`src/hdl/aux_cfg_pkg.sv`:
```
`default_nettype none
package aux_cfg_pkg;
    localparam int AXI_AW = 16;
    localparam logic [AXI_AW-1:0] ACR_OFFSET = 16'h0010;
    localparam int BIT_CTX_LOCK = 26;
    localparam int BIT_DEP_OFF_BUF = 25;
    localparam int BIT_DEP_OFF_CTL = 24;
    localparam int BIT_STREAM_CTX_BYP = 10;
    localparam int BIT_XLAT_OFF_BYP = 9;
    localparam int BIT_UNMATCHED_BYP = 8;
    localparam int BIT_S2_WALK_CACHE2 = 3;
    // writable bits per bank; everything else is reserved and reads zero
    localparam logic [31:0] NS_WR_MASK = 32'h0700_0708;
    localparam logic [31:0] S_WR_MASK = 32'h0700_0700;
    localparam logic [31:0] NS_RESET = 32'h0400_0008;
    localparam logic [31:0] S_RESET = 32'h0400_0000;
    localparam int PAGE_SHIFT = 12;
    localparam int BYPASS_SAVE_CYC = 6;
    localparam int LAT_MISS_DEF = 10;
    localparam logic [1:0] RESP_OKAY = 2'b00;
    localparam logic [1:0] RESP_DECERR = 2'b11;

    typedef enum logic [1:0] {
        TXN_TRANSLATE = 2'b00,
        TXN_STREAM_CTX_BYP = 2'b01,
        TXN_XLAT_OFF_BYP = 2'b11,
        TXN_UNMATCHED_BYP = 2'b10
    } txn_kind_e;

    typedef enum logic [1:0] {
        LAT_IDLE = 2'b00,
        LAT_COUNT = 2'b01,
        LAT_DONE = 2'b11
    } lat_state_e;

    function automatic logic [31:0] merge_write(input logic [31:0] old_val,
                                                input logic [31:0] wdata,
                                                input logic [3:0] wstrb,
                                                input logic [31:0] mask);
        logic [31:0] merged;
        merged = old_val;
        for (int i = 0; i < 4; i++) begin
            if (wstrb[i]) begin
                merged[i*8 +: 8] = wdata[i*8 +: 8];
            end
        end
        return (merged & mask) | (old_val & ~mask);
    endfunction
endpackage
`default_nettype wire

```
`src/hdl/aux_cfg_if.sv`:
```
`default_nettype none
interface aux_cfg_if;
    logic [31:0] ns_cfg;
    logic [31:0] s_cfg;
    modport cfg_src (output ns_cfg, output s_cfg);
    modport cfg_snk (input ns_cfg, input s_cfg);
endinterface
`default_nettype wire

```
`src/hdl/bypass_cache_ctrl.sv`:
```
`default_nettype none
module bypass_cache_ctrl
    import aux_cfg_pkg::*;
#(
    parameter int LAT_MISS = LAT_MISS_DEF
) (
    input wire logic aclk,
    input wire logic aresetn,
    aux_cfg_if.cfg_snk cfg,
    input wire logic txn_valid,
    output logic txn_ready,
    input wire logic txn_secure,
    input wire logic [1:0] txn_kind,
    input wire logic txn_bypass_hit,
    output logic alloc_entry,
    output logic txn_done
);
    localparam int CNT_W = $clog2(LAT_MISS + 1);
    localparam logic [CNT_W-1:0] MISS_CNT = CNT_W'(LAT_MISS);
    // a hit never drops below one cycle of latency
    localparam logic [CNT_W-1:0] HIT_CNT =
        CNT_W'((LAT_MISS > BYPASS_SAVE_CYC) ? LAT_MISS - BYPASS_SAVE_CYC : 1);

    lat_state_e state_ff;
    lat_state_e nxt_state;
    logic [CNT_W-1:0] cnt_ff;
    logic [31:0] bank_cfg;
    logic kind_cached;
    logic take;
    logic alloc_ff;

    assign bank_cfg = txn_secure ? cfg.s_cfg : cfg.ns_cfg;
    assign txn_ready = (state_ff == LAT_IDLE);
    assign take = txn_valid && txn_ready;
    assign kind_cached =
        (txn_kind == TXN_STREAM_CTX_BYP && bank_cfg[BIT_STREAM_CTX_BYP])   // see RULE6
        || (txn_kind == TXN_XLAT_OFF_BYP && bank_cfg[BIT_XLAT_OFF_BYP])    // see RULE8
        || (txn_kind == TXN_UNMATCHED_BYP && bank_cfg[BIT_UNMATCHED_BYP]); // see RULE11

    always_comb begin
        nxt_state = state_ff;
        unique case (state_ff)
            LAT_IDLE: begin
                if (take) begin
                    nxt_state = LAT_COUNT;
                end
            end
            LAT_COUNT: begin
                if (cnt_ff == CNT_W'(1)) begin
                    nxt_state = LAT_DONE;
                end
            end
            LAT_DONE: nxt_state = LAT_IDLE;
            default: nxt_state = LAT_IDLE;
        endcase
    end

    always_ff @(posedge aclk) begin
        if (!aresetn) begin
            state_ff <= LAT_IDLE;
            cnt_ff <= '0;
            alloc_ff <= 1'b0;
        end else begin
            state_ff <= nxt_state;
            alloc_ff <= take && !txn_bypass_hit && kind_cached; // see RULE7
            if (take) begin
                cnt_ff <= (txn_bypass_hit && txn_kind != TXN_TRANSLATE)
                    ? HIT_CNT : MISS_CNT; // see RULE9
            end else if (state_ff == LAT_COUNT) begin
                cnt_ff <= cnt_ff - CNT_W'(1);
            end
        end
    end

    assign alloc_entry = alloc_ff;
    assign txn_done = (state_ff == LAT_DONE);
endmodule // bypass_cache_ctrl
`default_nettype wire

```
`src/hdl/page_dep_check.sv`:
```
`default_nettype none
module page_dep_check
    import aux_cfg_pkg::*;
#(
    parameter int SID_W = 16,
    parameter int ADDR_W = 48
) (
    input wire logic aclk,
    input wire logic aresetn,
    aux_cfg_if.cfg_snk cfg,
    input wire logic txn_valid,
    input wire logic txn_secure,
    input wire logic [SID_W-1:0] txn_stream_identifier,
    input wire logic [ADDR_W-1:0] txn_addr,
    input wire logic walk_active,
    input wire logic walk_secure,
    input wire logic [SID_W-1:0] walk_stream_identifier,
    input wire logic [ADDR_W-1:0] walk_addr,
    output logic dep_wait_buffer_unit,
    output logic dep_wait_control_unit
);
    logic [31:0] bank_cfg;
    logic same_region;
    logic check_buf_on;
    logic check_ctl_on;
    logic dep_buf_ff;
    logic dep_ctl_ff;

    // banked bits follow the security of the transaction
    assign bank_cfg = txn_secure ? cfg.s_cfg : cfg.ns_cfg;
    assign same_region = walk_active && txn_valid
        && (txn_addr[ADDR_W-1:PAGE_SHIFT] == walk_addr[ADDR_W-1:PAGE_SHIFT])
        && (txn_stream_identifier == walk_stream_identifier)
        && (txn_secure == walk_secure); // see RULE2
    assign check_buf_on = !bank_cfg[BIT_DEP_OFF_BUF]; // see RULE3
    assign check_ctl_on = !bank_cfg[BIT_DEP_OFF_CTL]; // see RULE4

    always_ff @(posedge aclk) begin
        if (!aresetn) begin
            dep_buf_ff <= 1'b0;
            dep_ctl_ff <= 1'b0;
        end else begin
            dep_buf_ff <= same_region && check_buf_on;
            dep_ctl_ff <= same_region && check_ctl_on;
        end
    end

    assign dep_wait_buffer_unit = dep_buf_ff;
    assign dep_wait_control_unit = dep_ctl_ff;
endmodule // page_dep_check
`default_nettype wire

```
`src/hdl/smmu_aux_config_register.sv`:
```
// Summary of operation
// RULE1: lock bit set makes context aux registers read-only
// RULE2: same 4KB, stream, security waits on walk
// RULE3: buffer-unit dependency check off when bit set
// RULE4: control-unit dependency check off when bit set
// RULE5: software changes dependency defaults only for debug
// RULE6: stream-context bypass info cached when bit set
// RULE7: each cached bypass takes one lookaside entry
// RULE8: translation-off bypass attributes cached when bit set
// RULE9: translation-off bypass hit completes six cycles sooner
// RULE10: walk cache bit non-secure only, others banked
// RULE11: unmatched-stream bypass info cached when bit set
// RULE12: stage 2 walk cache 2 enabled, resets one
// RULE13: reserved bits read zero, writes ignored
`default_nettype none
module smmu_aux_config_register
    import aux_cfg_pkg::*;
#(
    parameter int SID_W = 16,
    parameter int ADDR_W = 48,
    parameter int LAT_MISS = LAT_MISS_DEF
) (
    input wire logic aclk,
    input wire logic aresetn,
    input wire logic s_axi_awvalid,
    output logic s_axi_awready,
    input wire logic [AXI_AW-1:0] s_axi_awaddr,
    input wire logic [2:0] s_axi_awprot,
    input wire logic s_axi_wvalid,
    output logic s_axi_wready,
    input wire logic [31:0] s_axi_wdata,
    input wire logic [3:0] s_axi_wstrb,
    output logic s_axi_bvalid,
    input wire logic s_axi_bready,
    output logic [1:0] s_axi_bresp,
    input wire logic s_axi_arvalid,
    output logic s_axi_arready,
    input wire logic [AXI_AW-1:0] s_axi_araddr,
    input wire logic [2:0] s_axi_arprot,
    output logic s_axi_rvalid,
    input wire logic s_axi_rready,
    output logic [31:0] s_axi_rdata,
    output logic [1:0] s_axi_rresp,
    output logic ctx_aux_wr_en_nonsecure,
    output logic ctx_aux_wr_en_secure,
    output logic stage2_walk_cache2_en,
    input wire logic txn_valid,
    output logic txn_ready,
    input wire logic txn_secure,
    input wire logic [1:0] txn_kind,
    input wire logic txn_bypass_hit,
    input wire logic [SID_W-1:0] txn_stream_identifier,
    input wire logic [ADDR_W-1:0] txn_addr,
    input wire logic walk_active,
    input wire logic walk_secure,
    input wire logic [SID_W-1:0] walk_stream_identifier,
    input wire logic [ADDR_W-1:0] walk_addr,
    output logic dep_wait_buffer_unit,
    output logic dep_wait_control_unit,
    output logic alloc_entry,
    output logic txn_done
);
    aux_cfg_if cfg_bus ();

    logic [31:0] ns_reg_ff;
    logic [31:0] s_reg_ff;
    logic [31:0] nxt_ns_reg;
    logic [31:0] nxt_s_reg;

    logic aw_got_ff;
    logic w_got_ff;
    logic [AXI_AW-1:0] awaddr_ff;
    logic aw_secure_ff;
    logic [31:0] wdata_ff;
    logic [3:0] wstrb_ff;
    logic bvalid_ff;
    logic [1:0] bresp_ff;
    logic rvalid_ff;
    logic [31:0] rdata_ff;
    logic [1:0] rresp_ff;

    // ---------------- write channel ----------------
    logic aw_hs;
    logic w_hs;
    logic have_aw;
    logic have_w;
    logic do_write;
    logic [AXI_AW-1:0] wr_addr;
    logic wr_secure;
    logic [31:0] wr_data;
    logic [3:0] wr_strb;
    logic wr_hit;
    logic wr_ns;
    logic wr_s;

    // one write in flight: no new address or data until the response is taken
    assign s_axi_awready = !aw_got_ff && !bvalid_ff;
    assign s_axi_wready = !w_got_ff && !bvalid_ff;
    assign aw_hs = s_axi_awvalid && s_axi_awready;
    assign w_hs = s_axi_wvalid && s_axi_wready;
    assign have_aw = aw_got_ff || aw_hs;
    assign have_w = w_got_ff || w_hs;
    assign do_write = have_aw && have_w;
    assign wr_addr = aw_got_ff ? awaddr_ff : s_axi_awaddr;
    // prot[1] low marks a secure access
    assign wr_secure = aw_got_ff ? aw_secure_ff : !s_axi_awprot[1];
    assign wr_data = w_got_ff ? wdata_ff : s_axi_wdata;
    assign wr_strb = w_got_ff ? wstrb_ff : s_axi_wstrb;
    assign wr_hit = (wr_addr[AXI_AW-1:2] == ACR_OFFSET[AXI_AW-1:2]);

    // banked write: the access security picks the copy
    assign wr_ns = do_write && wr_hit && !wr_secure;
    assign wr_s = do_write && wr_hit && wr_secure;
    assign nxt_ns_reg = wr_ns
        ? merge_write(ns_reg_ff, wr_data, wr_strb, NS_WR_MASK) // see RULE13
        : ns_reg_ff;
    assign nxt_s_reg = wr_s
        ? merge_write(s_reg_ff, wr_data, wr_strb, S_WR_MASK) // see RULE10
        : s_reg_ff;

    always_ff @(posedge aclk) begin
        if (!aresetn) begin
            ns_reg_ff <= NS_RESET; // see RULE1
        end else begin
            ns_reg_ff <= nxt_ns_reg;
        end
    end

    always_ff @(posedge aclk) begin
        if (!aresetn) begin
            s_reg_ff <= S_RESET;
        end else begin
            s_reg_ff <= nxt_s_reg;
        end
    end

    always_ff @(posedge aclk) begin
        if (!aresetn) begin
            aw_got_ff <= 1'b0;
        end else if (do_write) begin
            aw_got_ff <= 1'b0;
        end else if (aw_hs) begin
            aw_got_ff <= 1'b1;
        end
    end

    always_ff @(posedge aclk) begin
        if (!aresetn) begin
            awaddr_ff <= '0;
            aw_secure_ff <= 1'b0;
        end else if (aw_hs) begin
            awaddr_ff <= s_axi_awaddr;
            aw_secure_ff <= !s_axi_awprot[1];
        end
    end

    always_ff @(posedge aclk) begin
        if (!aresetn) begin
            w_got_ff <= 1'b0;
        end else if (do_write) begin
            w_got_ff <= 1'b0;
        end else if (w_hs) begin
            w_got_ff <= 1'b1;
        end
    end

    always_ff @(posedge aclk) begin
        if (!aresetn) begin
            wdata_ff <= '0;
            wstrb_ff <= '0;
        end else if (w_hs) begin
            wdata_ff <= s_axi_wdata;
            wstrb_ff <= s_axi_wstrb;
        end
    end

    always_ff @(posedge aclk) begin
        if (!aresetn) begin
            bvalid_ff <= 1'b0;
        end else if (do_write) begin
            bvalid_ff <= 1'b1;
        end else if (s_axi_bready) begin
            bvalid_ff <= 1'b0;
        end
    end

    always_ff @(posedge aclk) begin
        if (!aresetn) begin
            bresp_ff <= RESP_OKAY;
        end else if (do_write) begin
            bresp_ff <= wr_hit ? RESP_OKAY : RESP_DECERR;
        end
    end

    assign s_axi_bvalid = bvalid_ff;
    assign s_axi_bresp = bresp_ff;

    // ---------------- read channel ----------------
    logic ar_hs;
    logic rd_hit;
    logic [31:0] rd_word;

    assign s_axi_arready = !rvalid_ff;
    assign ar_hs = s_axi_arvalid && s_axi_arready;
    assign rd_hit = (s_axi_araddr[AXI_AW-1:2] == ACR_OFFSET[AXI_AW-1:2]);
    // reserved bits are never set in either copy, so they read zero
    assign rd_word = !rd_hit ? 32'h0000_0000
        : (!s_axi_arprot[1] ? s_reg_ff : ns_reg_ff); // see RULE10

    always_ff @(posedge aclk) begin
        if (!aresetn) begin
            rvalid_ff <= 1'b0;
        end else if (ar_hs) begin
            rvalid_ff <= 1'b1;
        end else if (s_axi_rready) begin
            rvalid_ff <= 1'b0;
        end
    end

    always_ff @(posedge aclk) begin
        if (!aresetn) begin
            rdata_ff <= '0;
            rresp_ff <= RESP_OKAY;
        end else if (ar_hs) begin
            rdata_ff <= rd_word; // see RULE13
            rresp_ff <= rd_hit ? RESP_OKAY : RESP_DECERR;
        end
    end

    assign s_axi_rvalid = rvalid_ff;
    assign s_axi_rdata = rdata_ff;
    assign s_axi_rresp = rresp_ff;

    // ---------------- configuration outputs ----------------
    logic ns_lock;
    logic s_lock;
    logic ctx_ns_en_ff;
    logic ctx_s_en_ff;
    logic s2wc_en_ff;

    assign ns_lock = ns_reg_ff[BIT_CTX_LOCK];
    assign s_lock = s_reg_ff[BIT_CTX_LOCK];

    // the secure lock overrides the non-secure one for every context
    always_ff @(posedge aclk) begin
        if (!aresetn) begin
            ctx_ns_en_ff <= 1'b0;
        end else begin
            ctx_ns_en_ff <= !ns_lock && !s_lock; // see RULE1
        end
    end

    always_ff @(posedge aclk) begin
        if (!aresetn) begin
            ctx_s_en_ff <= 1'b0;
        end else begin
            ctx_s_en_ff <= !s_lock;
        end
    end

    always_ff @(posedge aclk) begin
        if (!aresetn) begin
            s2wc_en_ff <= 1'b1;
        end else begin
            s2wc_en_ff <= ns_reg_ff[BIT_S2_WALK_CACHE2]; // see RULE12
        end
    end

    assign ctx_aux_wr_en_nonsecure = ctx_ns_en_ff;
    assign ctx_aux_wr_en_secure = ctx_s_en_ff;
    assign stage2_walk_cache2_en = s2wc_en_ff;

    assign cfg_bus.ns_cfg = ns_reg_ff;
    assign cfg_bus.s_cfg = s_reg_ff;

    // ---------------- consumers of the tuning bits ----------------
    // dependency checking costs latency only while its disable bit is clear
    page_dep_check #(
        .SID_W(SID_W),
        .ADDR_W(ADDR_W)
    ) u_page_dep_check (
        .aclk(aclk),
        .aresetn(aresetn),
        .cfg(cfg_bus.cfg_snk),
        .txn_valid(txn_valid),
        .txn_secure(txn_secure),
        .txn_stream_identifier(txn_stream_identifier),
        .txn_addr(txn_addr),
        .walk_active(walk_active),
        .walk_secure(walk_secure),
        .walk_stream_identifier(walk_stream_identifier),
        .walk_addr(walk_addr),
        .dep_wait_buffer_unit(dep_wait_buffer_unit),
        .dep_wait_control_unit(dep_wait_control_unit)
    );

    bypass_cache_ctrl #(
        .LAT_MISS(LAT_MISS)
    ) u_bypass_cache_ctrl (
        .aclk(aclk),
        .aresetn(aresetn),
        .cfg(cfg_bus.cfg_snk),
        .txn_valid(txn_valid),
        .txn_ready(txn_ready),
        .txn_secure(txn_secure),
        .txn_kind(txn_kind),
        .txn_bypass_hit(txn_bypass_hit),
        .alloc_entry(alloc_entry),
        .txn_done(txn_done)
    );
endmodule // smmu_aux_config_register
`default_nettype wire

```
`config.mk`:
```
export PLATFORM = sky130hd
export DESIGN_NAME = smmu_aux_config_register
export DESIGN_NICKNAME = d
export VERILOG_FILES = /design/src/hdl/aux_cfg_pkg.sv /design/src/hdl/aux_cfg_if.sv /design/src/hdl/bypass_cache_ctrl.sv /design/src/hdl/page_dep_check.sv /design/src/hdl/smmu_aux_config_register.sv
export SDC_FILE = /design/constraint.sdc
export NUM_CORES = 1
export LEC_CHECK = 0
export BUFFER_PORTS_ARGS = -buffer_cell sky130_fd_sc_hd__buf_2
export CORE_AREA = 2 2 102 104
export DETAILED_ROUTE_END_ITERATION = 10
export DIE_AREA = 0 0 104 106
export PLACE_DENSITY = 0.75
export REMOVE_ABC_BUFFERS = 1
export SLEW_MARGIN = 20
export SYNTH_ARGS = -nofsm -noshare
export SYNTH_HDL_FRONTEND = slang
export SYNTH_SLANG_ARGS = --single-unit
```
`constraint.sdc`:
```
create_clock -name aclk -period 1.8 [get_ports aclk]
set_input_delay 0.09 -clock aclk [delete_from_list [all_inputs] [get_ports aclk]]
set_output_delay 0.09 -clock aclk [all_outputs]
set_load 0.01 [all_outputs]
```
==> report_table.html, run 1 <==
<table>
<tr><th>Metric</th><th>Value</th></tr>
<tr><th colspan="2">Outcome</th></tr>
<tr><td>Run status</td><td>finished, violations left</td></tr>
<tr><td>Violated checks</td><td>setup timing</td></tr>
<tr><th colspan="2">Floorplanning</th></tr>
<tr><td>Placement Rows</td><td>37</td></tr>
<tr><td>Io pins</td><td>265</td></tr>
<tr><td>Initial Utilization</td><td>35.8%</td></tr>
<tr><td>Die Footprint</td><td>0.0110 mm^2</td></tr>
<tr><td>Height of the die</td><td>106 um</td></tr>
<tr><td>Core region area</td><td>0.0100 mm^2</td></tr>
<tr><td>Die Wd</td><td>104 um</td></tr>
<tr><th colspan="2">Final layout</th></tr>
<tr><td>End-of-flow core utilization</td><td>49.1%</td></tr>
<tr><td>Area added between synthesis and finish</td><td>37.4%</td></tr>
<tr><td>Share of layout cells above drive strength 1</td><td>38.6%</td></tr>
<tr><td>Commonest cells after routing, fill and taps aside</td><td>buf_2, nand2_1, dfxtp_1</td></tr>
<tr><td>Final nets</td><td>825</td></tr>
<tr><td>Non-filler instance count after layout</td><td>748</td></tr>
<tr><td>Commonest non-fill, non-tap cell in the layout</td><td>buf_2</td></tr>
<tr><td>Final antenna diode count</td><td>0</td></tr>
<tr><th colspan="2">STA</th></tr>
<tr><td>Final min period</td><td>1.96 ns</td></tr>
<tr><td>Final number of setup-violating endpoints</td><td>13</td></tr>
<tr><td>Fin. max-slew vios</td><td>0</td></tr>
<tr><td>Final setup slack of the worst path</td><td>-0.158 ns</td></tr>
<tr><td>Max_slew headroom</td><td>61.9%</td></tr>
<tr><td>Worst hold slack across all endpoints</td><td>0.00713 ns</td></tr>
<tr><td>Hold Vio Cnt, Final</td><td>0</td></tr>
<tr><td>Worst-Margin Slew</td><td>0.556 ns</td></tr>
<tr><td>Clk_skew</td><td>0.00929 ns</td></tr>
<tr><td>RSZ-0062 raised after global routing</td><td>yes</td></tr>
<tr><td>Peak clock frequency supported by timing</td><td>511 MHz</td></tr>
<tr><td>Final cycle utilization of the critical path</td><td>109%</td></tr>
<tr><th colspan="2">Route</th></tr>
<tr><td>Vias post-DR</td><td>3,517</td></tr>
<tr><td>Total Wirelength</td><td>9970 um</td></tr>
<tr><td>Remaining number of nets flagged by the antenna check after routing</td><td>0</td></tr>
<tr><td>Detailed router's first-iteration violation count</td><td>160</td></tr>
<tr><td>Drt via density</td><td>4.70</td></tr>
<tr><td>Average routed wire per standard cell</td><td>13.3 um</td></tr>
<tr><td>DRC errors left</td><td>0</td></tr>
<tr><td>Number of detailed-routing iterations run before antenna repair</td><td>4</td></tr>
<tr><th colspan="2">Clock network</th></tr>
<tr><td>CTS sink cnt</td><td>63</td></tr>
<tr><td>Clock-pin slew on the worst setup and hold paths</td><td>0.07 ns</td></tr>
<tr><td>Depth of the CTS H-tree</td><td>3</td></tr>
<tr><td>Maximum clock insertion buffer count</td><td>2</td></tr>
<tr><td>TritonCTS clock tree</td><td>done</td></tr>
<tr><td>Clock latency on the worst-skew pair</td><td>0.33 ns</td></tr>
<tr><td>Buffer cell driving the clock tree root</td><td>clkbuf_8</td></tr>
<tr><td>Number of buffers created by CTS</td><td>9</td></tr>
<tr><th colspan="2">Logic synthesis</th></tr>
<tr><td>Netlist Area Pre-Place</td><td>0.00358 mm^2</td></tr>
<tr><td>Portion of the post-synthesis area used by sequential elements</td><td>35.3%</td></tr>
<tr><td>Synthesized area per cell</td><td>8.76 um^2</td></tr>
<tr><td>Mux share of post-synthesis cell area</td><td>9.59%</td></tr>
<tr><td>Number of synthesized register bits</td><td>63</td></tr>
<tr><td>Combinational family with the most area after synthesis</td><td>simple AND/OR/NAND/NOR gates</td></tr>
<tr><td>Compound-Gate Fraction of Synth Area</td><td>11.0%</td></tr>
<tr><td>Gate Count Post-Synth</td><td>408</td></tr>
<tr><td>Xor and xnor area share after synthesis</td><td>13.0%</td></tr>
<tr><td>Synthesis warning total</td><td>0</td></tr>
<tr><td>Count of different cell masters after synthesis</td><td>46</td></tr>
<tr><td>Basic-gate share of the synthesized area counting and, or, nand and nor cells</td><td>22.1%</td></tr>
<tr><td>Adder and majority cell fraction of the synthesized area</td><td>0.700%</td></tr>
<tr><th colspan="2">Place</th></tr>
<tr><td>GP Congestion</td><td>0.792</td></tr>
<tr><td>Estimated wirelength of the detail-placed design</td><td>8210 um</td></tr>
<tr><td>Place WS</td><td>-0.252 ns</td></tr>
<tr><td>Number of placed instances, taps included</td><td>720</td></tr>
<tr><td>Port Buffers</td><td>181</td></tr>
<tr><th colspan="2">GRT</th></tr>
<tr><td>Vias in the first global route</td><td>3,293</td></tr>
<tr><td>Initial antenna violation count</td><td>0</td></tr>
<tr><td>All-Layer GR Usage</td><td>17.1%</td></tr>
<tr><td>Wire length of the first global-routing pass</td><td>15,400 um</td></tr>
<tr><td>Remaining global-route overflow</td><td>0</td></tr>
<tr><td>Maximum number of pins on one net before global-route repair</td><td>29</td></tr>
<tr><th colspan="2">Worst setup path</th></tr>
<tr><td>Critical Setup Path Class</td><td>reg -&gt; reg</td></tr>
<tr><td>Master of the slowest instance on the critical path</td><td>or4b_4</td></tr>
<tr><td>Crit path arrival time</td><td>2.21 ns</td></tr>
<tr><td>Largest stage delay on the critical path</td><td>0.47 ns</td></tr>
<tr><td>WP data required</td><td>2.06 ns</td></tr>
<tr><td>Largest fanout on the critical path</td><td>7</td></tr>
<tr><td>Kind of start point of the critical path</td><td>register</td></tr>
<tr><td>Critical path endpoint category</td><td>register</td></tr>
<tr><td>Chain of cells forming the critical path</td><td>or4b_4 -&gt; nor4_4 -&gt; o2111ai_4 -&gt; nor3_4 -&gt; mux2i_1</td></tr>
<tr><th colspan="2">Pwr</th></tr>
<tr><td>Proportion of power drawn by flip-flops and latches</td><td>42.5%</td></tr>
<tr><td>Ratio of total power to cell area</td><td>726 mW/mm^2</td></tr>
<tr><td>Total net switching power</td><td>0.964 mW</td></tr>
<tr><td>Leakage power figure</td><td>2.16 nW</td></tr>
<tr><td>Peak VDD IR</td><td>0.000372 V</td></tr>
<tr><td>Share of total power in the clock network</td><td>35.4%</td></tr>
<tr><td>Total design power</td><td>3.57 mW</td></tr>
<tr><td>Internal cell power</td><td>2.60 mW</td></tr>
<tr><td>Sw Share</td><td>27.0%</td></tr>
<tr><td>Part of the total power dissipated in combinational logic</td><td>22.1%</td></tr>
<tr><th colspan="2">Run</th></tr>
<tr><td>Max-cap viol count</td><td>0</td></tr>
<tr><th colspan="2">Min path</th></tr>
<tr><td>Hold WC Path Type</td><td>in -&gt; reg</td></tr>
</table>
[worst paths after layout]
path                                    startpoint                 endpoint  slack [ns]  depth (start not counted)
worst max-delay path                     aw_got_ff        cfg_bus.ns_cfg[8]       -0.16                          5
worst min-delay path                s_axi_wdata[9]              wdata_ff[9]       0.007                          3
worst max register to register           aw_got_ff        cfg_bus.ns_cfg[8]       -0.16                          5
worst min register to register  cfg_bus.ns_cfg[26]  ctx_aux_wr_en_nonsecure        0.45                          1
[cell type report]
| type | instances | area [um^2] |
|---|---|---|
| clock buffer | 13 | 169 |
| timing repair buffer | 207 | 1130 |
| clock inverter | 3 | 40.0 |
| fill | 971 | 5080 |
| tap | 136 | 170 |
| inverter | 7 | 26.3 |
| sequential | 63 | 1260 |
| multi-input combinational | 319 | 2120 |
[flip-flops by register name (all words and copies together) (netlist names)]
| register | count |
|---|---|
| s_axi_rdata | 7 |
| ctx_aux_wr_en_secure | 1 |
| aw_secure_ff | 1 |
| wdata_ff | 7 |
| cfg_bus.s_cfg | 6 |
| awaddr_ff | 14 |
| wstrb_ff | 3 |
| s_axi_bvalid | 1 |
| aw_got_ff | 1 |
| u_bypass_cache_ctrl.alloc_entry | 1 |
| u_page_dep_check.dep_wait_control_unit | 1 |
| s_axi_rvalid | 1 |
| u_bypass_cache_ctrl.state_ff | 2 |
| u_bypass_cache_ctrl.cnt_ff | 4 |
| cfg_bus.ns_cfg | 7 |
| w_got_ff | 1 |
| s_axi_rresp | 1 |
| stage2_walk_cache2_en | 1 |
| s_axi_bresp | 1 |
| ctx_aux_wr_en_nonsecure | 1 |
| u_page_dep_check.dep_wait_buffer_unit | 1 |
[per-layer routing]
metal	vias up	GRT usage, %	wire length, um
met4	0	5.98	125
met1	1634	21.7	4250
met2	109	28.8	4990
met5	-	0	0
met3	15	3.62	604
li1	1759	-	-
[synth_stat cells (all sizes together)]
master	count	area, um^2
dfxtp	63	1260
a211oi	4	30.0
nand2b	5	31.3
ha	2	25.0
and2	3	18.8
nor4b	3	26.3
and3b	1	8.76
a21oi	33	176
nand4	15	93.8
xnor2	51	447
a211o	1	8.76
mux4	1	22.5
nor2	21	78.8
o221a	1	11.3
o2111a	1	11.3
nor3	9	90.1
a31oi	2	12.5
and3	1	6.26
clkbuf	14	52.6
nor2b	3	18.8
xor2	2	17.5
o2111ai	1	26.3
nand2	71	267
o22ai	2	18.8
nor4	11	98.8
o21bai	2	15.0
a2bb2oi	7	61.3
conb	1	3.75
o21ai	4	20.0
or3	1	6.26
mux2i	23	230
nor3b	1	7.51
inv	7	26.3
or4	2	18.8
or4b	2	20.0
mux2	8	90.1
buf	29	218
[repair_timing]
action                                  CTS  global route
pin swaps                                 5             3
buffers inserted                          2             0
endpoints found under the setup margin   13            13
hold endpoints to repair                 10             0
resized for setup                         4             0
hold buffers                             10             0
[worst max-delay path: cells and delay by family (launching register included)]
| kind | cells | cell delay (ns) |
|---|---|---|
| AOI/OAI and AO/OA | 1 | 0.25 |
| and+or+nand+nor | 3 | 1.02 |
| muxes | 1 | 0.23 |
| DFF | 1 | 0.38 |
[stage by stage]
step                      TNS (ns)  cell area, um^2
after floorplan              -1.85             3400
after global placement       -1.86             4580
after detailed placement     -2.57             4580
after CTS                    -1.51             4910
after global routing         -2.40             4910
final                        -1.28             4910
[logic make-up after synthesis]
logic type      Yosys count
flops                    63
compound gates           58
xor+xnor                 53
simple gates            149
mux                      32
other cells               1
fa+ha+maj                 2
buf+inv                  50
[power groups by stage]
stage	clock (mW)	sequential [mW]	combinational, mW
floorplan	0	1.55	0.392
global placement	0	1.54	0.740
detailed placement	0	1.55	0.760
CTS	1.29	1.52	0.788
global route	1.35	1.53	0.865
finish	1.26	1.52	0.788
Power figures use the tool's default switching activity.
==> run 2: changes to the inputs <==
--- a/config.mk
+++ b/config.mk
@@ -6,10 +6,10 @@
 export NUM_CORES = 1
 export LEC_CHECK = 0
 export BUFFER_PORTS_ARGS = -buffer_cell sky130_fd_sc_hd__buf_2
-export CORE_AREA = 2 2 102 104
+export CORE_MARGIN = 5
+export CORE_UTILIZATION = 37
 export DETAILED_ROUTE_END_ITERATION = 10
-export DIE_AREA = 0 0 104 106
-export PLACE_DENSITY = 0.75
+export PLACE_DENSITY = 0.77
 export REMOVE_ABC_BUFFERS = 1
 export SLEW_MARGIN = 20
 export SYNTH_ARGS = -nofsm -noshare
==> constraint.sdc (replaced) <==
create_clock -name aclk -period 1.7 [get_ports aclk]
set_input_delay 0.085 -clock aclk [delete_from_list [all_inputs] [get_ports aclk]]
set_output_delay 0.085 -clock aclk [all_outputs]
set_load 0.01 [all_outputs]
==> report_table.html, run 2 (synthesis results as in run 1) <==
<table>
<tr><th>Metric</th><th>Value</th></tr>
<tr><th colspan="2">STA</th></tr>
<tr><td>Clk_skew</td><td>0.00889 ns (-0.000404 ns)</td></tr>
<tr><td>Final setup slack of the worst path</td><td>-0.304 ns (-0.146 ns)</td></tr>
<tr><td>RSZ-0062 raised after global routing</td><td>yes</td></tr>
<tr><td>Final cycle utilization of the critical path</td><td>118% (+9.1 points)</td></tr>
<tr><td>Hold Vio Cnt, Final</td><td>0 (unchanged)</td></tr>
<tr><td>Final min period</td><td>2.00 ns (+0.0459 ns)</td></tr>
<tr><td>Worst-Margin Slew</td><td>0.543 ns (-0.0125 ns)</td></tr>
<tr><td>Peak clock frequency supported by timing</td><td>499 MHz (-2.3%)</td></tr>
<tr><td>Fin. max-slew vios</td><td>0 (unchanged)</td></tr>
<tr><td>Final number of setup-violating endpoints</td><td>14 (+1)</td></tr>
<tr><td>Total negative slack for setup checks</td><td>-3.57 ns (-2.30 ns)</td></tr>
<tr><td>Max_slew headroom</td><td>62.8% (+0.86 points)</td></tr>
<tr><th colspan="2">Min path</th></tr>
<tr><td>Hold path cells</td><td>3 (unchanged)</td></tr>
<tr><td>Hold WC Path Type</td><td>in -&gt; reg</td></tr>
<tr><td>Worst hold start</td><td>s_axi_wstrb[0]</td></tr>
<tr><th colspan="2">Pwr</th></tr>
<tr><td>Sw Share</td><td>27.4% (+0.42 points)</td></tr>
<tr><td>Leakage power figure</td><td>2.16 nW (+0.12%)</td></tr>
<tr><td>Peak VDD IR</td><td>0.000344 V (-7.5%)</td></tr>
<tr><td>Part of the total power dissipated in combinational logic</td><td>22.5% (+0.4 points)</td></tr>
<tr><td>Proportion of power drawn by flip-flops and latches</td><td>42.9% (+0.4 points)</td></tr>
<tr><td>Total net switching power</td><td>1.03 mW (+6.5%)</td></tr>
<tr><td>Internal cell power</td><td>2.71 mW (+4.3%)</td></tr>
<tr><td>Share of total power in the clock network</td><td>34.7% (-0.7 points)</td></tr>
<tr><td>Ratio of total power to cell area</td><td>759 mW/mm^2 (+4.6%)</td></tr>
<tr><th colspan="2">Worst setup path</th></tr>
<tr><td>Beginning of the critical path</td><td>awaddr_ff[13]</td></tr>
<tr><td>Reg2reg path depth</td><td>5 (unchanged)</td></tr>
<tr><td>Kind of start point of the critical path</td><td>register</td></tr>
<tr><td>WP data required</td><td>1.95 ns (-0.11 ns)</td></tr>
<tr><td>Critical path endpoint category</td><td>register</td></tr>
<tr><td>Largest fanout on the critical path</td><td>5 (-2)</td></tr>
<tr><td>Critical Setup Path Class</td><td>reg -&gt; reg</td></tr>
<tr><td>Crit path arrival time</td><td>2.25 ns (+0.04 ns)</td></tr>
<tr><td>Launch instance of the worst register-to-register path</td><td>awaddr_ff[13]</td></tr>
<tr><th colspan="2">Place</th></tr>
<tr><td>Port Buffers</td><td>181 (unchanged)</td></tr>
<tr><td>Estimated wirelength of the detail-placed design</td><td>8940 um (+9.0%)</td></tr>
<tr><td>GP Congestion</td><td>0.908 (+15%)</td></tr>
<tr><td>Number of placed instances, taps included</td><td>712 (-1.1%)</td></tr>
<tr><td>Place WS</td><td>-0.404 ns (-0.152 ns)</td></tr>
<tr><td>Cell Area, Placed</td><td>0.00457 mm^2 (about the same)</td></tr>
<tr><th colspan="2">Outcome</th></tr>
<tr><td>Run status</td><td>finished, violations left</td></tr>
<tr><td>Violated checks</td><td>setup timing</td></tr>
<tr><th colspan="2">GRT</th></tr>
<tr><td>Remaining global-route overflow</td><td>0 (unchanged)</td></tr>
<tr><td>Initial antenna violation count</td><td>0 (unchanged)</td></tr>
<tr><td>Vias in the first global route</td><td>3,406 (+3.4%)</td></tr>
<tr><td>Wire length of the first global-routing pass</td><td>15,900 um (+3.2%)</td></tr>
<tr><td>All-Layer GR Usage</td><td>17.0% (-0.12 points)</td></tr>
<tr><td>Maximum number of pins on one net before global-route repair</td><td>25 (-14%)</td></tr>
<tr><th colspan="2">Route</th></tr>
<tr><td>Total Wirelength</td><td>10,800 um (+8.6%)</td></tr>
<tr><td>Detailed-routed wire length on met3</td><td>657 um (+8.8%)</td></tr>
<tr><td>Vias post-DR</td><td>3,488 (-0.82%)</td></tr>
<tr><td>DRC errors left</td><td>0 (unchanged)</td></tr>
<tr><td>Detailed router's first-iteration violation count</td><td>197 (+23%)</td></tr>
<tr><td>Met2 wire length</td><td>5750 um (+15%)</td></tr>
<tr><td>Drt via density</td><td>4.70 (about the same)</td></tr>
<tr><td>Remaining number of nets flagged by the antenna check after routing</td><td>0 (unchanged)</td></tr>
<tr><td>Metal1 wirelength</td><td>4290 um (+0.89%)</td></tr>
<tr><td>Number of detailed-routing iterations run before antenna repair</td><td>4 (unchanged)</td></tr>
<tr><td>Average routed wire per standard cell</td><td>14.6 um (+9.5%)</td></tr>
<tr><td>Uppermost metal layer occupied by signal nets</td><td>met4</td></tr>
<tr><th colspan="2">Floorplanning</th></tr>
<tr><td>Die Footprint</td><td>0.0117 mm^2 (+6.4%)</td></tr>
<tr><td>Core region area</td><td>0.00933 mm^2 (-6.7%)</td></tr>
<tr><td>Placement Rows</td><td>35 (-5.4%)</td></tr>
<tr><td>Io pins</td><td>265 (unchanged)</td></tr>
<tr><td>Initial Utilization</td><td>38.3% (+2.6 points)</td></tr>
<tr><td>Die Wd</td><td>108 um (+4.1%)</td></tr>
<tr><td>Height of the die</td><td>108 um (+2.2%)</td></tr>
<tr><th colspan="2">Clock network</th></tr>
<tr><td>Buffer cell driving the clock tree root</td><td>clkbuf_8</td></tr>
<tr><td>Clock-pin slew on the worst setup and hold paths</td><td>0.07 ns (about the same)</td></tr>
<tr><td>TritonCTS clock tree</td><td>done</td></tr>
<tr><td>CTS sink cnt</td><td>63 (unchanged)</td></tr>
<tr><td>Number of buffers created by CTS</td><td>9 (unchanged)</td></tr>
<tr><td>Depth of the CTS H-tree</td><td>3 (unchanged)</td></tr>
<tr><td>Maximum clock insertion buffer count</td><td>2 (unchanged)</td></tr>
<tr><td>Clock latency on the worst-skew pair</td><td>0.33 ns (about the same)</td></tr>
<tr><th colspan="2">Final layout</th></tr>
<tr><td>Non-filler instance count after layout</td><td>742 (-0.80%)</td></tr>
<tr><td>Most flops, register</td><td>awaddr_ff</td></tr>
<tr><td>Final nets</td><td>827 (+0.24%)</td></tr>
<tr><td>Commonest non-fill, non-tap cell in the layout</td><td>buf_2</td></tr>
<tr><td>Max FFs per register</td><td>14 (unchanged)</td></tr>
<tr><td>Share of layout cells above drive strength 1</td><td>38.3% (-0.23 points)</td></tr>
<tr><td>Commonest cells after routing, fill and taps aside</td><td>buf_2, nand2_1, dfxtp_1</td></tr>
<tr><td>Final antenna diode count</td><td>0 (unchanged)</td></tr>
<tr><td>Area added between synthesis and finish</td><td>37.9%</td></tr>
<tr><td>Non-Filler Cell Area, Final</td><td>0.00493 mm^2 (+0.33%)</td></tr>
<tr><th colspan="2">Run</th></tr>
<tr><td>Max-cap viol count</td><td>0 (unchanged)</td></tr>
</table>
## run 2: cell count changes in the layout (fill, tap and decap cells not counted), sizes merged
cell / before / now
clkinv: 2 / 1
clkinvlp: 0 / 1
buf: 197 / 196
dlygate4sd3: 10 / 13
clkbuf: 13 / 12
## run 2: critical path, cell delays in order (launching register included)
cell and delay, ns:
dfxtp_2 0.32, or4b_4 0.54, nor4_4 0.24, o2111ai_4 0.25, nor3_4 0.31, mux2i_1 0.25
## run 2: path summary, 6_finish.rpt
path	to	slack, ns
min	wstrb_ff[0]	0.02
max reg2reg	cfg_bus.ns_cfg[25]	-0.30
max	cfg_bus.ns_cfg[25]	-0.30
min reg2reg	wdata_ff[10]	0.46
## run 2: repair_timing
item                                   in CTS  in global routing
setup endpoints to repair                  14                 13
hold buffers                               13                  0
resized for setup                           4                  1
pin swaps                                   4                  4
endpoints found under the hold margin      13                  0
gates cloned                                0                  0
setup buffers                               1                  1
## run 2: power groups by stage
stage                     clock network, mW  registers, mW  logic (mW)
final                                  1.30           1.60       0.841
after global routing                   1.40           1.61       0.922
after CTS                              1.32           1.60       0.838
after detailed placement                  0           1.63       0.804
after global placement                    0           1.63       0.782
after floorplan                           0           1.64       0.415
## run 2: final cells by class
| class | instances | area (um^2) |
|---|---|---|
| fill | 856 | 4400 |
| multi-input combinational | 319 | 2120 |
| sequential | 63 | 1270 |
| timing repair buffer | 209 | 1160 |
| tap | 129 | 161 |
| clock buffer | 12 | 155 |
| clock inverter | 3 | 42.5 |
| inverter | 7 | 26.3 |
## run 2: metrics by stage
step | hold slack, ns | power (mW) | util (%)
3_3_place_gp | 0.275 | 2.41 | 49.0
2_1_floorplan | 0.158 | 2.06 | -
5_1_grt | 0.00920 | 3.94 | 52.9
4_1_cts | 0.000132 | 3.76 | 52.8
3_5_place_dp | 0.277 | 2.44 | 49.0
6_report | 0.0184 | 3.74 | 52.9
## run 2: routing by layer
| metal | track usage, % | vias up |
|---|---|---|
| met5 | 0 | - |
| met1 | 21.4 | 1588 |
| met4 | 5.50 | 0 |
| met3 | 3.10 | 14 |
| met2 | 29.3 | 118 |
| li1 | - | 1768 |
